==> config.mk <==
export PLATFORM = sky130hd
export DESIGN_NAME = spcsm_top
export DESIGN_NICKNAME = d
export VERILOG_FILES = /design/src/spcsm_pkg.sv /design/src/spcsm_stream_if.sv /design/src/spcsm_top.sv /design/src/spcsm_fifo.sv
export SDC_FILE = /design/constraint.sdc
export NUM_CORES = 1
export LEC_CHECK = 0
export ABC_AREA = 1
export BUFFER_PORTS_ARGS = -buffer_cell sky130_fd_sc_hd__buf_2
export CORE_MARGIN = 2
export CORE_UTILIZATION = 56
export CTS_CLUSTER_DIAMETER = 200
export DETAILED_ROUTE_END_ITERATION = 10
export MAX_ROUTING_LAYER = met4
export PLACE_DENSITY = 0.85
export SLEW_MARGIN = 30
export SYNTH_ARGS = -nofsm -noshare
export SYNTH_HDL_FRONTEND = slang
export SYNTH_HIERARCHICAL = 1
export SYNTH_SLANG_ARGS = --single-unit
==> constraint.sdc <==
create_clock -name i_clk -period 3.6 [get_ports i_clk]
set_clock_uncertainty 0.1 [all_clocks]
set_input_delay 0.54 -clock i_clk [delete_from_list [all_inputs] [get_ports i_clk]]
set_output_delay 0.54 -clock i_clk [all_outputs]
set_load 0.05 [all_outputs]
==> src/spcsm_pkg.sv <==
`default_nettype none
package spcsm_pkg;
	// Core clock
	localparam int SPCSM_CLK_PERIOD_NS = 100;
	localparam int SPCSM_CLK_RATE_HZ = 1000000000 / SPCSM_CLK_PERIOD_NS;
	// Default widths and depths
	localparam int SPCSM_WORD_BITS = 8;
	localparam int SPCSM_DIV_BITS = 8;
	localparam int SPCSM_FIFO_DEPTH = 8;
	// Clock-stop encodings
	localparam logic [1:0] SPCSM_STOP_NO_DELAY = 2'h2;
	localparam logic [1:0] SPCSM_STOP_HALF_DELAY = 2'h3;
	localparam logic SPCSM_POL_IDLE_LOW = 1'h0;
	localparam logic SPCSM_POL_IDLE_HIGH = 1'h1;
	// Direction bits
	localparam logic SPCSM_DIR_OUT = 1'h1;
	localparam logic SPCSM_DIR_IN = 1'h0;
	// Divider input select
	localparam logic SPCSM_SRC_CPU = 1'h1;
	localparam logic SPCSM_SRC_EXT = 1'h0;
	// Slave divider setting
	localparam int SPCSM_SLAVE_DIV = 1;
	// Reset values
	localparam logic SPCSM_RST_SYNC_PIN = 1'h1;
	localparam logic SPCSM_RST_OE_N = 1'h1;
	// Sequencer states
	typedef enum logic [2:0] {
		SPCSM_IDLE = 3'h0,
		SPCSM_LEAD_H = 3'h1,
		SPCSM_LEAD_L = 3'h2,
		SPCSM_LOW = 3'h3,
		SPCSM_HIGH = 3'h4,
		SPCSM_TRAIL = 3'h5,
		SPCSM_SLAVE = 3'h6
	} spcsm_state_t;
endpackage
`default_nettype wire

==> src/spcsm_stream_if.sv <==
`timescale 1ns/1ps
`default_nettype none
interface spcsm_stream_if #(parameter int WIDTH = 8);
	logic [WIDTH-1:0] data;
	logic valid;
	logic ready;
	modport source (output data, output valid, input ready);
	modport sink (input data, input valid, output ready);
endinterface
`default_nettype wire

==> src/spcsm_top.sv <==
`timescale 1ns/1ps
`default_nettype none
module spcsm_top import spcsm_pkg::*; #(
	parameter int WORD_BITS = SPCSM_WORD_BITS,
	parameter int DIV_BITS = SPCSM_DIV_BITS,
	parameter int FIFO_DEPTH = SPCSM_FIFO_DEPTH
) (
	input wire logic i_clk,
	input wire logic i_rst,
	input wire logic [DIV_BITS-1:0] i_bit_clock_divider,
	input wire logic i_divider_source_select,
	input wire logic i_tx_clock_direction,
	input wire logic i_tx_sync_direction,
	input wire logic i_rx_clock_direction,
	input wire logic i_rx_sync_direction,
	input wire logic i_tx_sync_polarity,
	input wire logic i_rx_sync_polarity,
	input wire logic [1:0] i_clock_stop_select,
	input wire logic i_tx_clock_polarity,
	input wire logic i_ext_clock_pin,
	input wire logic i_tx_bit_clock_pin,
	output logic o_tx_bit_clock_pin,
	output logic o_tx_bit_clock_oe_n,
	input wire logic i_tx_sync_pin,
	output logic o_tx_sync_pin,
	output logic o_tx_sync_oe_n,
	input wire logic i_rx_sync_pin,
	input wire logic i_serial_in_pin,
	output logic o_serial_out_pin,
	output logic o_serial_out_oe_n,
	input wire logic [WORD_BITS-1:0] i_tx_data,
	input wire logic i_tx_valid,
	output logic o_tx_ready,
	output logic [WORD_BITS-1:0] o_rx_data,
	output logic o_rx_valid,
	output logic o_tx_underrun,
	output logic o_busy,
	output logic o_config_error
);
	localparam int CW = $clog2(WORD_BITS + 1);
	localparam logic [CW-1:0] LAST_BIT = CW'(WORD_BITS);
	localparam logic [DIV_BITS-1:0] SLAVE_DIV = DIV_BITS'(SPCSM_SLAVE_DIV);

	// High phase length in input clock periods; zero setting clamps to one
	function automatic logic [DIV_BITS:0] high_ticks(input logic [DIV_BITS-1:0] d);
		logic [DIV_BITS:0] h;
		h = '0;
		if (d == '0) begin
			h = (DIV_BITS + 1)'(1);
		end else if (!d[0]) begin
			h = {2'b00, d[DIV_BITS-1:1]} + 1'b1;
		end else begin
			h = ({1'b0, d} + 1'b1) >> 1;
		end
		return h;
	endfunction

	// Low phase length; together with the high phase it spans divider plus one, or two periods for a zero setting
	function automatic logic [DIV_BITS:0] low_ticks(input logic [DIV_BITS-1:0] d);
		logic [DIV_BITS:0] l;
		l = '0;
		if (d == '0) begin
			l = (DIV_BITS + 1)'(1);
		end else if (!d[0]) begin
			l = {2'b00, d[DIV_BITS-1:1]};
		end else begin
			l = ({1'b0, d} + 1'b1) >> 1;
		end
		return l;
	endfunction

	spcsm_state_t state;
	logic [DIV_BITS:0] ph_cnt;
	logic [CW-1:0] bit_cnt;
	logic [WORD_BITS-1:0] tx_shift;
	logic [WORD_BITS-1:0] rx_shift;
	logic sel_act;
	logic clk_lvl;
	logic dout;
	logic dout_en;
	logic ext_meta;
	logic ext_sync;
	logic ext_prev;
	logic sclk_meta;
	logic sclk_sync;
	logic sclk_prev;
	logic ssel_meta;
	logic ssel_sync;
	logic ssel_prev;
	logic sdin_meta;
	logic sdin_sync;

	spcsm_stream_if #(.WIDTH(WORD_BITS)) wr_if();
	spcsm_stream_if #(.WIDTH(WORD_BITS)) rd_if();

	spcsm_fifo #(
		.WIDTH(WORD_BITS),
		.DEPTH(FIFO_DEPTH)
	) u_fifo (
		.i_clk(i_clk),
		.i_rst(i_rst),
		.wr(wr_if.sink),
		.rd(rd_if.source)
	);

	assign wr_if.data = i_tx_data;
	assign wr_if.valid = i_tx_valid;

	// Mode and configuration decode
	wire logic mode_a = (i_clock_stop_select == SPCSM_STOP_HALF_DELAY) &&
		(i_tx_clock_polarity == SPCSM_POL_IDLE_LOW);
	wire logic mode_b = (i_clock_stop_select == SPCSM_STOP_NO_DELAY) &&
		(i_tx_clock_polarity == SPCSM_POL_IDLE_HIGH);
	wire logic mode_ok = mode_a || mode_b;
	wire logic master_cfg = (i_tx_clock_direction == SPCSM_DIR_OUT) &&
		(i_tx_sync_direction == SPCSM_DIR_OUT) &&
		(i_rx_clock_direction == SPCSM_DIR_IN) &&
		(i_rx_sync_direction == SPCSM_DIR_IN);
	wire logic slave_cfg = (i_tx_clock_direction == SPCSM_DIR_IN) &&
		(i_tx_sync_direction == SPCSM_DIR_IN) &&
		(i_divider_source_select == SPCSM_SRC_CPU) &&
		(i_bit_clock_divider == SLAVE_DIV);
	wire logic run_master = mode_ok && master_cfg;
	wire logic run_slave = mode_ok && slave_cfg;
	wire logic idle_lvl = mode_b;

	// Divider input tick: every core cycle or each external clock rise
	wire logic ext_rise = ext_sync && !ext_prev;
	wire logic tick = (i_divider_source_select == SPCSM_SRC_CPU) ? 1'b1 : ext_rise;
	wire logic ph_end = tick && (ph_cnt <= (DIV_BITS + 1)'(1));
	wire logic [DIV_BITS:0] h_len = high_ticks(i_bit_clock_divider);
	wire logic [DIV_BITS:0] l_len = low_ticks(i_bit_clock_divider);

	// Slave-side edges from the synchronised pins
	wire logic sel_raw = (i_tx_sync_pin ^ i_tx_sync_polarity) |
		(i_rx_sync_pin ^ i_rx_sync_polarity);
	wire logic s_rise = sclk_sync && !sclk_prev;
	wire logic s_fall = !sclk_sync && sclk_prev;
	wire logic s_start = run_slave && ssel_sync && !ssel_prev;
	wire logic last_bit = (bit_cnt == LAST_BIT);

	// Master samples on the edge at which its clock pin really rises, not one cycle early
	wire logic m_rise = clk_lvl && !o_tx_bit_clock_pin;
	wire logic [WORD_BITS-1:0] rx_next = {rx_shift[WORD_BITS-2:0], i_serial_in_pin};

	// Frame start and FIFO pop
	wire logic idle = (state == SPCSM_IDLE);
	wire logic m_start = idle && run_master && rd_if.valid;
	wire logic s_take = idle && s_start;
	assign rd_if.ready = m_start || (s_take && rd_if.valid);
	wire logic [WORD_BITS-1:0] load_word = rd_if.valid ? rd_if.data : '0;

	// Two-flop synchronisers
	always_ff @(posedge i_clk) begin
		if (i_rst) begin
			ext_meta <= 1'b0;
			ext_sync <= 1'b0;
			ext_prev <= 1'b0;
			sclk_meta <= 1'b0;
			sclk_sync <= 1'b0;
			sclk_prev <= 1'b0;
			ssel_meta <= 1'b0;
			ssel_sync <= 1'b0;
			ssel_prev <= 1'b0;
			sdin_meta <= 1'b0;
			sdin_sync <= 1'b0;
		end else begin
			ext_meta <= i_ext_clock_pin;
			ext_sync <= ext_meta;
			ext_prev <= ext_sync;
			sclk_meta <= i_tx_bit_clock_pin;
			sclk_sync <= sclk_meta;
			sclk_prev <= sclk_sync;
			ssel_meta <= sel_raw;
			ssel_sync <= ssel_meta;
			ssel_prev <= ssel_sync;
			sdin_meta <= i_serial_in_pin;
			sdin_sync <= sdin_meta;
		end
	end

	// Transfer sequencer for both master and slave
	always_ff @(posedge i_clk) begin
		if (i_rst) begin
			state <= SPCSM_IDLE;
			ph_cnt <= '0;
			bit_cnt <= '0;
			tx_shift <= '0;
			rx_shift <= '0;
			sel_act <= 1'b0;
			clk_lvl <= 1'b0;
			dout <= 1'b0;
			dout_en <= 1'b0;
			o_rx_data <= '0;
			o_rx_valid <= 1'b0;
			o_tx_underrun <= 1'b0;
		end else begin
			o_rx_valid <= 1'b0;
			o_tx_underrun <= 1'b0;
			case (state)
				SPCSM_IDLE: begin
					clk_lvl <= idle_lvl;
					bit_cnt <= '0;
					if (m_start) begin
						sel_act <= 1'b1;
						tx_shift <= rd_if.data;
						ph_cnt <= h_len;
						state <= SPCSM_LEAD_H;
					end else if (s_take) begin
						tx_shift <= load_word;
						dout <= load_word[WORD_BITS-1];
						dout_en <= 1'b1;
						o_tx_underrun <= !rd_if.valid;
						state <= SPCSM_SLAVE;
					end
				end
				SPCSM_LEAD_H: begin
					if (tick) begin
						ph_cnt <= ph_cnt - 1'b1;
					end
					if (ph_end) begin
						dout <= tx_shift[WORD_BITS-1];
						dout_en <= 1'b1;
						ph_cnt <= l_len;
						clk_lvl <= 1'b0;
						state <= mode_a ? SPCSM_LEAD_L : SPCSM_LOW;
					end
				end
				SPCSM_LEAD_L, SPCSM_LOW: begin
					if (tick) begin
						ph_cnt <= ph_cnt - 1'b1;
					end
					if (ph_end) begin
						clk_lvl <= 1'b1;
						bit_cnt <= bit_cnt + 1'b1;
						ph_cnt <= h_len;
						state <= SPCSM_HIGH;
					end
				end
				SPCSM_HIGH: begin
					if (tick) begin
						ph_cnt <= ph_cnt - 1'b1;
					end
					if (m_rise) begin
						rx_shift <= rx_next;
					end
					if (ph_end) begin
						ph_cnt <= l_len;
						if (last_bit) begin
							clk_lvl <= idle_lvl;
							dout_en <= 1'b0;
							o_rx_data <= m_rise ? rx_next : rx_shift;
							o_rx_valid <= 1'b1;
							state <= SPCSM_TRAIL;
						end else begin
							clk_lvl <= 1'b0;
							tx_shift <= {tx_shift[WORD_BITS-2:0], 1'b0};
							dout <= tx_shift[WORD_BITS-2];
							state <= SPCSM_LOW;
						end
					end
				end
				SPCSM_TRAIL: begin
					if (tick) begin
						ph_cnt <= ph_cnt - 1'b1;
					end
					if (ph_end) begin
						sel_act <= 1'b0;
						state <= SPCSM_IDLE;
					end
				end
				SPCSM_SLAVE: begin
					if (!ssel_sync) begin
						dout_en <= 1'b0;
						state <= SPCSM_IDLE;
					end else if (s_rise && !last_bit) begin
						rx_shift <= {rx_shift[WORD_BITS-2:0], sdin_sync};
						bit_cnt <= bit_cnt + 1'b1;
						if (bit_cnt == LAST_BIT - 1'b1) begin
							o_rx_data <= {rx_shift[WORD_BITS-2:0], sdin_sync};
							o_rx_valid <= 1'b1;
						end
					end else if (s_fall && bit_cnt != '0) begin
						if (last_bit) begin
							dout_en <= dout_en && !mode_a;
						end else begin
							tx_shift <= {tx_shift[WORD_BITS-2:0], 1'b0};
							dout <= tx_shift[WORD_BITS-2];
						end
					end
				end
				default: begin
					state <= SPCSM_IDLE;
				end
			endcase
		end
	end

	// Pin stage: every pin and status output leaves from a flop
	always_ff @(posedge i_clk) begin
		if (i_rst) begin
			o_tx_bit_clock_pin <= 1'b0;
			o_tx_bit_clock_oe_n <= SPCSM_RST_OE_N;
			o_tx_sync_pin <= SPCSM_RST_SYNC_PIN;
			o_tx_sync_oe_n <= SPCSM_RST_OE_N;
			o_serial_out_pin <= 1'b0;
			o_serial_out_oe_n <= SPCSM_RST_OE_N;
			o_tx_ready <= 1'b0;
			o_busy <= 1'b0;
			o_config_error <= 1'b0;
		end else begin
			o_tx_bit_clock_pin <= clk_lvl;
			o_tx_bit_clock_oe_n <= !run_master;
			o_tx_sync_pin <= sel_act ^ i_tx_sync_polarity;
			o_tx_sync_oe_n <= !run_master;
			o_serial_out_pin <= dout;
			o_serial_out_oe_n <= !dout_en;
			o_tx_ready <= wr_if.ready;
			o_busy <= !idle;
			o_config_error <= i_clock_stop_select[1] && !(run_master || run_slave);
		end
	end
endmodule
`default_nettype wire

==> src/spcsm_fifo.sv <==
`timescale 1ns/1ps
`default_nettype none
module spcsm_fifo #(
	parameter int WIDTH = 8,
	parameter int DEPTH = 8
) (
	input wire logic i_clk,
	input wire logic i_rst,
	spcsm_stream_if.sink wr,
	spcsm_stream_if.source rd
);
	localparam int AW = (DEPTH > 1) ? $clog2(DEPTH) : 1;
	localparam logic [AW:0] FULL_CNT = (AW + 1)'(DEPTH);
	localparam logic [AW-1:0] LAST_PTR = AW'(DEPTH - 1);

	logic [WIDTH-1:0] mem [DEPTH];
	logic [AW-1:0] wptr;
	logic [AW-1:0] rptr;
	logic [AW:0] count;
	logic not_full;

	wire logic push = wr.valid && not_full;
	wire logic pop = rd.ready && (count != '0);
	wire logic [AW:0] next_count = count + (AW + 1)'(push) - (AW + 1)'(pop);

	// Ready comes from a flag register so the top can drive it from a flop
	assign wr.ready = not_full;
	assign rd.valid = (count != '0);
	assign rd.data = mem[rptr];

	// Storage
	always_ff @(posedge i_clk) begin
		if (push) begin
			mem[wptr] <= wr.data;
		end
	end

	// Pointers and occupancy
	always_ff @(posedge i_clk) begin
		if (i_rst) begin
			wptr <= '0;
			rptr <= '0;
			count <= '0;
			not_full <= 1'b1;
		end else begin
			if (push) begin
				wptr <= (wptr == LAST_PTR) ? '0 : wptr + 1'b1;
			end
			if (pop) begin
				rptr <= (rptr == LAST_PTR) ? '0 : rptr + 1'b1;
			end
			count <= next_count;
			not_full <= (next_count != FULL_CNT);
		end
	end
endmodule
`default_nettype wire

==> out/results.tsv <==
stage	metric	value	unit
setup_path	WS Path Type	in2reg	
clock_network	Skew-Pair Late Insertion Delay	420	ps
power	switching portion of total power	37.1	%
yosys	xor/xnor share of the synthesized area	1.19	%
clock_network	CTS HTree Levels	4	
timing	maximum clock rate	370	MHz
place	IO buf count	52	
floorplanning	Rows	41	
yosys	largest family of logic cells by synthesized area	simple AND/OR/NAND/NOR gates	
power	Clk network pwr share	31.1	%
yosys	post-synthesis sequential area ratio	47.6	%
floorplanning	DIE WIDTH	119	um
timing	final period utilization	75.1	%
routing	Vias/cell	5.35	
routing	via count	6283	
yosys	Syn. warnings	6	
timing	final hold violation count	0	
place	DP Area	0.00767	mm^2
yosys	Post-Synth Adder-Cell Area	3.16	%
global_routing	global-route usage over all layers	25.2	%
timing	min Tclk post-route	2700	ps
global_routing	vias in the first global route	5879	
yosys	count of different cell masters after synthesis	49	
setup_path	CP endpoint kind	flip-flop	
setup_path	Worst EP arrival	2900	ps
routing	drt first pass iters	8	
clock_network	Reg clk slew, reported paths	60	ps
power	Net Sw Power	2.14	mW
setup_path	worst path required time	3800	ps
clock_network	CTS buffer count	17	
yosys	area share of the largest cell type after synthesis	26.1	%
global_routing	largest net degree at the start of global routing	41	
floorplanning	initial core utilization	57.8	%
clock_network	TritonCTS clock tree	yes	
floorplanning	Die Ht	119	um
clock_network	# Post-CTS Setup Buffers	0	
status	status	completed	
yosys	top post-synthesis cells by area	edfxtp_1 26%, dfxtp_1 22%, nand2_1 12%	
global_routing	GRT overflow	0	
finish	n_diodes	0	
power	logic gate share of total power	33.1	%
finish	share of layout cells above drive strength 1	13.6	%
yosys	synthesized area	0.00735	mm^2
clock_network	Num Clock Sinks	143	
timing	setup TNS after final layout	0	ps
clock_network	Post-CTS Hold Fix Bufs	0	
timing	Final Slew Violations	0	
clock_network	CTS Root Cell	clkbuf_16	
power	VDD IR-drop max	0.370	mV
clock_network	CTS Buffer Depth	2	
routing	DR DRC count	0	
routing	WL final	16.8	mm
power	register share of total power	35.7	%
timing	RSZ-0062 raised after global routing	false	
finish	# nets final	1043	
finish	cell area after layout	0.00827	mm^2
power	internal cell power	3.64	mW
yosys	Synth Net Count	993	
routing	starting DRC count in detailed routing	556	
floorplanning	I/O pin cnt	53	
setup_path	startpoint types	primary input	
power	Pleak	3.84	nW
yosys	post-synthesis mux area share	0	%
timing	Slew headroom	33.7	%
yosys	post-synthesis register bit count	143	
worst_hold_path	Hold Crit Class	in2reg	
timing	final setup violation count	0	
clock_network	post-CTS resize count	0	
yosys	Post-Syn Instances	941	
power	Pwr per Cell Area	698	mW/mm^2
yosys	mean area per synthesized cell	7.82	um^2
routing	antenna-violating nets left	0	
flow_run	Max Cap Viol	0	
place	placer congestion estimate	0.895	
timing	Tightest Pin Transition	990	ps
place	hpwl dp	10.9	mm
global_routing	first-pass GRT wire length	27.4	mm
setup_path	critical path peak fanout	10	
yosys	complex-gate fraction of the synthesized area	8.49	%
floorplanning	core area	0.0127	mm^2
routing	wire per inst	14.3	um
floorplanning	die area	0.0141	mm^2
yosys	largest area contributor in the netlist	edfxtp_1	
yosys	Synth Area in Simple Gates	29.2	%
global_routing	antenna violations before repair	0	
finish	Synth-to-Final Area Change	12.5	%
==> cell type report <==
class	count	area, um^2
well taps	172	215
clock inverters	13	176
clock buffers	17	425
flip-flops and latches	143	3500
repair buffers	58	305
inverters	144	553
fillers	1063	4450
multi-input cells	627	3090
==> Yosys cell counts, drive strengths merged <==
cell type	n
nand2	253
inv	141
nor2	127
dfxtp	79
nand3	77
edfxtp	64
a21oi	43
o21ai	41
buf	22
ha	17
nand4	15
nor3	12
a211oi	9
xnor2	6
a22oi	5
clkbuf	5
a31oi	4
xor2	4
clkinv	3
o21bai	3
and2	2
and3	2
a22o	1
fa	1
nand3b	1
nor4	1
o22ai	1
o31ai	1
or2	1
==> through the flow <==
stage               total power, mW  hold slack, ps  worst slack [ps]  util [%]  instances
global placement               3.90             292               593      60.3       1144
finish                         5.78             224               897      65.0       1174
floorplan                      3.58             280               830         -        941
CTS                            5.77             221               931      65.0       1174
global route                   6.13             225               710      65.0       1174
detailed placement             3.94             296               521      60.3       1144
==> layer usage <==
metal	global-route usage, %	vias up	part of all wire (%)
met3	5.89	32	7.3
met1	30.9	2884	42
met2	40.3	240	49
met4	9.82	0	2.0
met5	-	-	0
li1	-	3127	-
==> cell usage in the layout (no fill, tap or decap), drive strengths merged <==
master / count
and2: 2
xnor2: 6
ha: 17
a22o: 1
nor3: 12
nand3: 77
nand4: 15
fa: 1
nor2: 127
nand2: 253
clkbuf: 17
a22oi: 5
o31ai: 1
clkinv: 5
or2: 1
a21oi: 43
and3: 2
o22ai: 1
nor4: 1
inv: 146
xor2: 4
o21ai: 41
clkinvlp: 3
nand3b: 1
o21bai: 3
a211oi: 9
bufinv: 3
dfxtp: 79
a31oi: 4
buf: 58
edfxtp: 64
==> registers in the layout, indices dropped and copies added (netlist names), 4 cells and up, named ones only <==
register and flops:
ph_cnt 9, bit_cnt 4, tx_shift 8, u_fifo/mem 64, u_fifo/count 4, rx_shift 8
o_rx_data 8
==> power by group through the flow <==
stage | clock, mW | sequential, mW | combinational [mW]
2_1_floorplan | 0 | 2.10 | 1.48
3_3_place_gp | 0 | 2.08 | 1.81
3_5_place_dp | 0 | 2.09 | 1.86
4_1_cts | 1.81 | 2.06 | 1.89
5_1_grt | 1.89 | 2.09 | 2.15
6_report | 1.80 | 2.06 | 1.91
==> worst max-delay path, stage by stage <==
cell and delay, ps:
buf_2 200, ha_1 180, nand4_1 100, nor2_1 160, nand3_1 160, a21oi_1 170
buf_4 170, nand3_1 130, nand2_1 100, ha_1 180, inv_1 60, fa_1 500
nand2_1 60, nor2_1 100, nand3_1 80
==> cells by family after synthesis <==
group,after synthesis
DFF,143
and+or+nand+nor,491
xor gates and xnor gates,10
AOI/OAI and AO/OA,108
adders and majority gates,18
buffers and inverters,171
==> final timing paths <==
| kind | cells past startpoint | slack [ps] | endpoint | from |
|---|---|---|---|---|
| max | 15 | 900 | u_fifo/wr.ready | i_bit_clock_divider[0] |
| max reg2reg | 15 | 930 | u_fifo/wr.ready | state[1] |
| min reg2reg | 2 | 300 | ext_sync | ext_meta |
| min | 3 | 220 | sclk_meta | i_tx_bit_clock_pin |
Note: power is estimated with default switching activity, not from simulation.
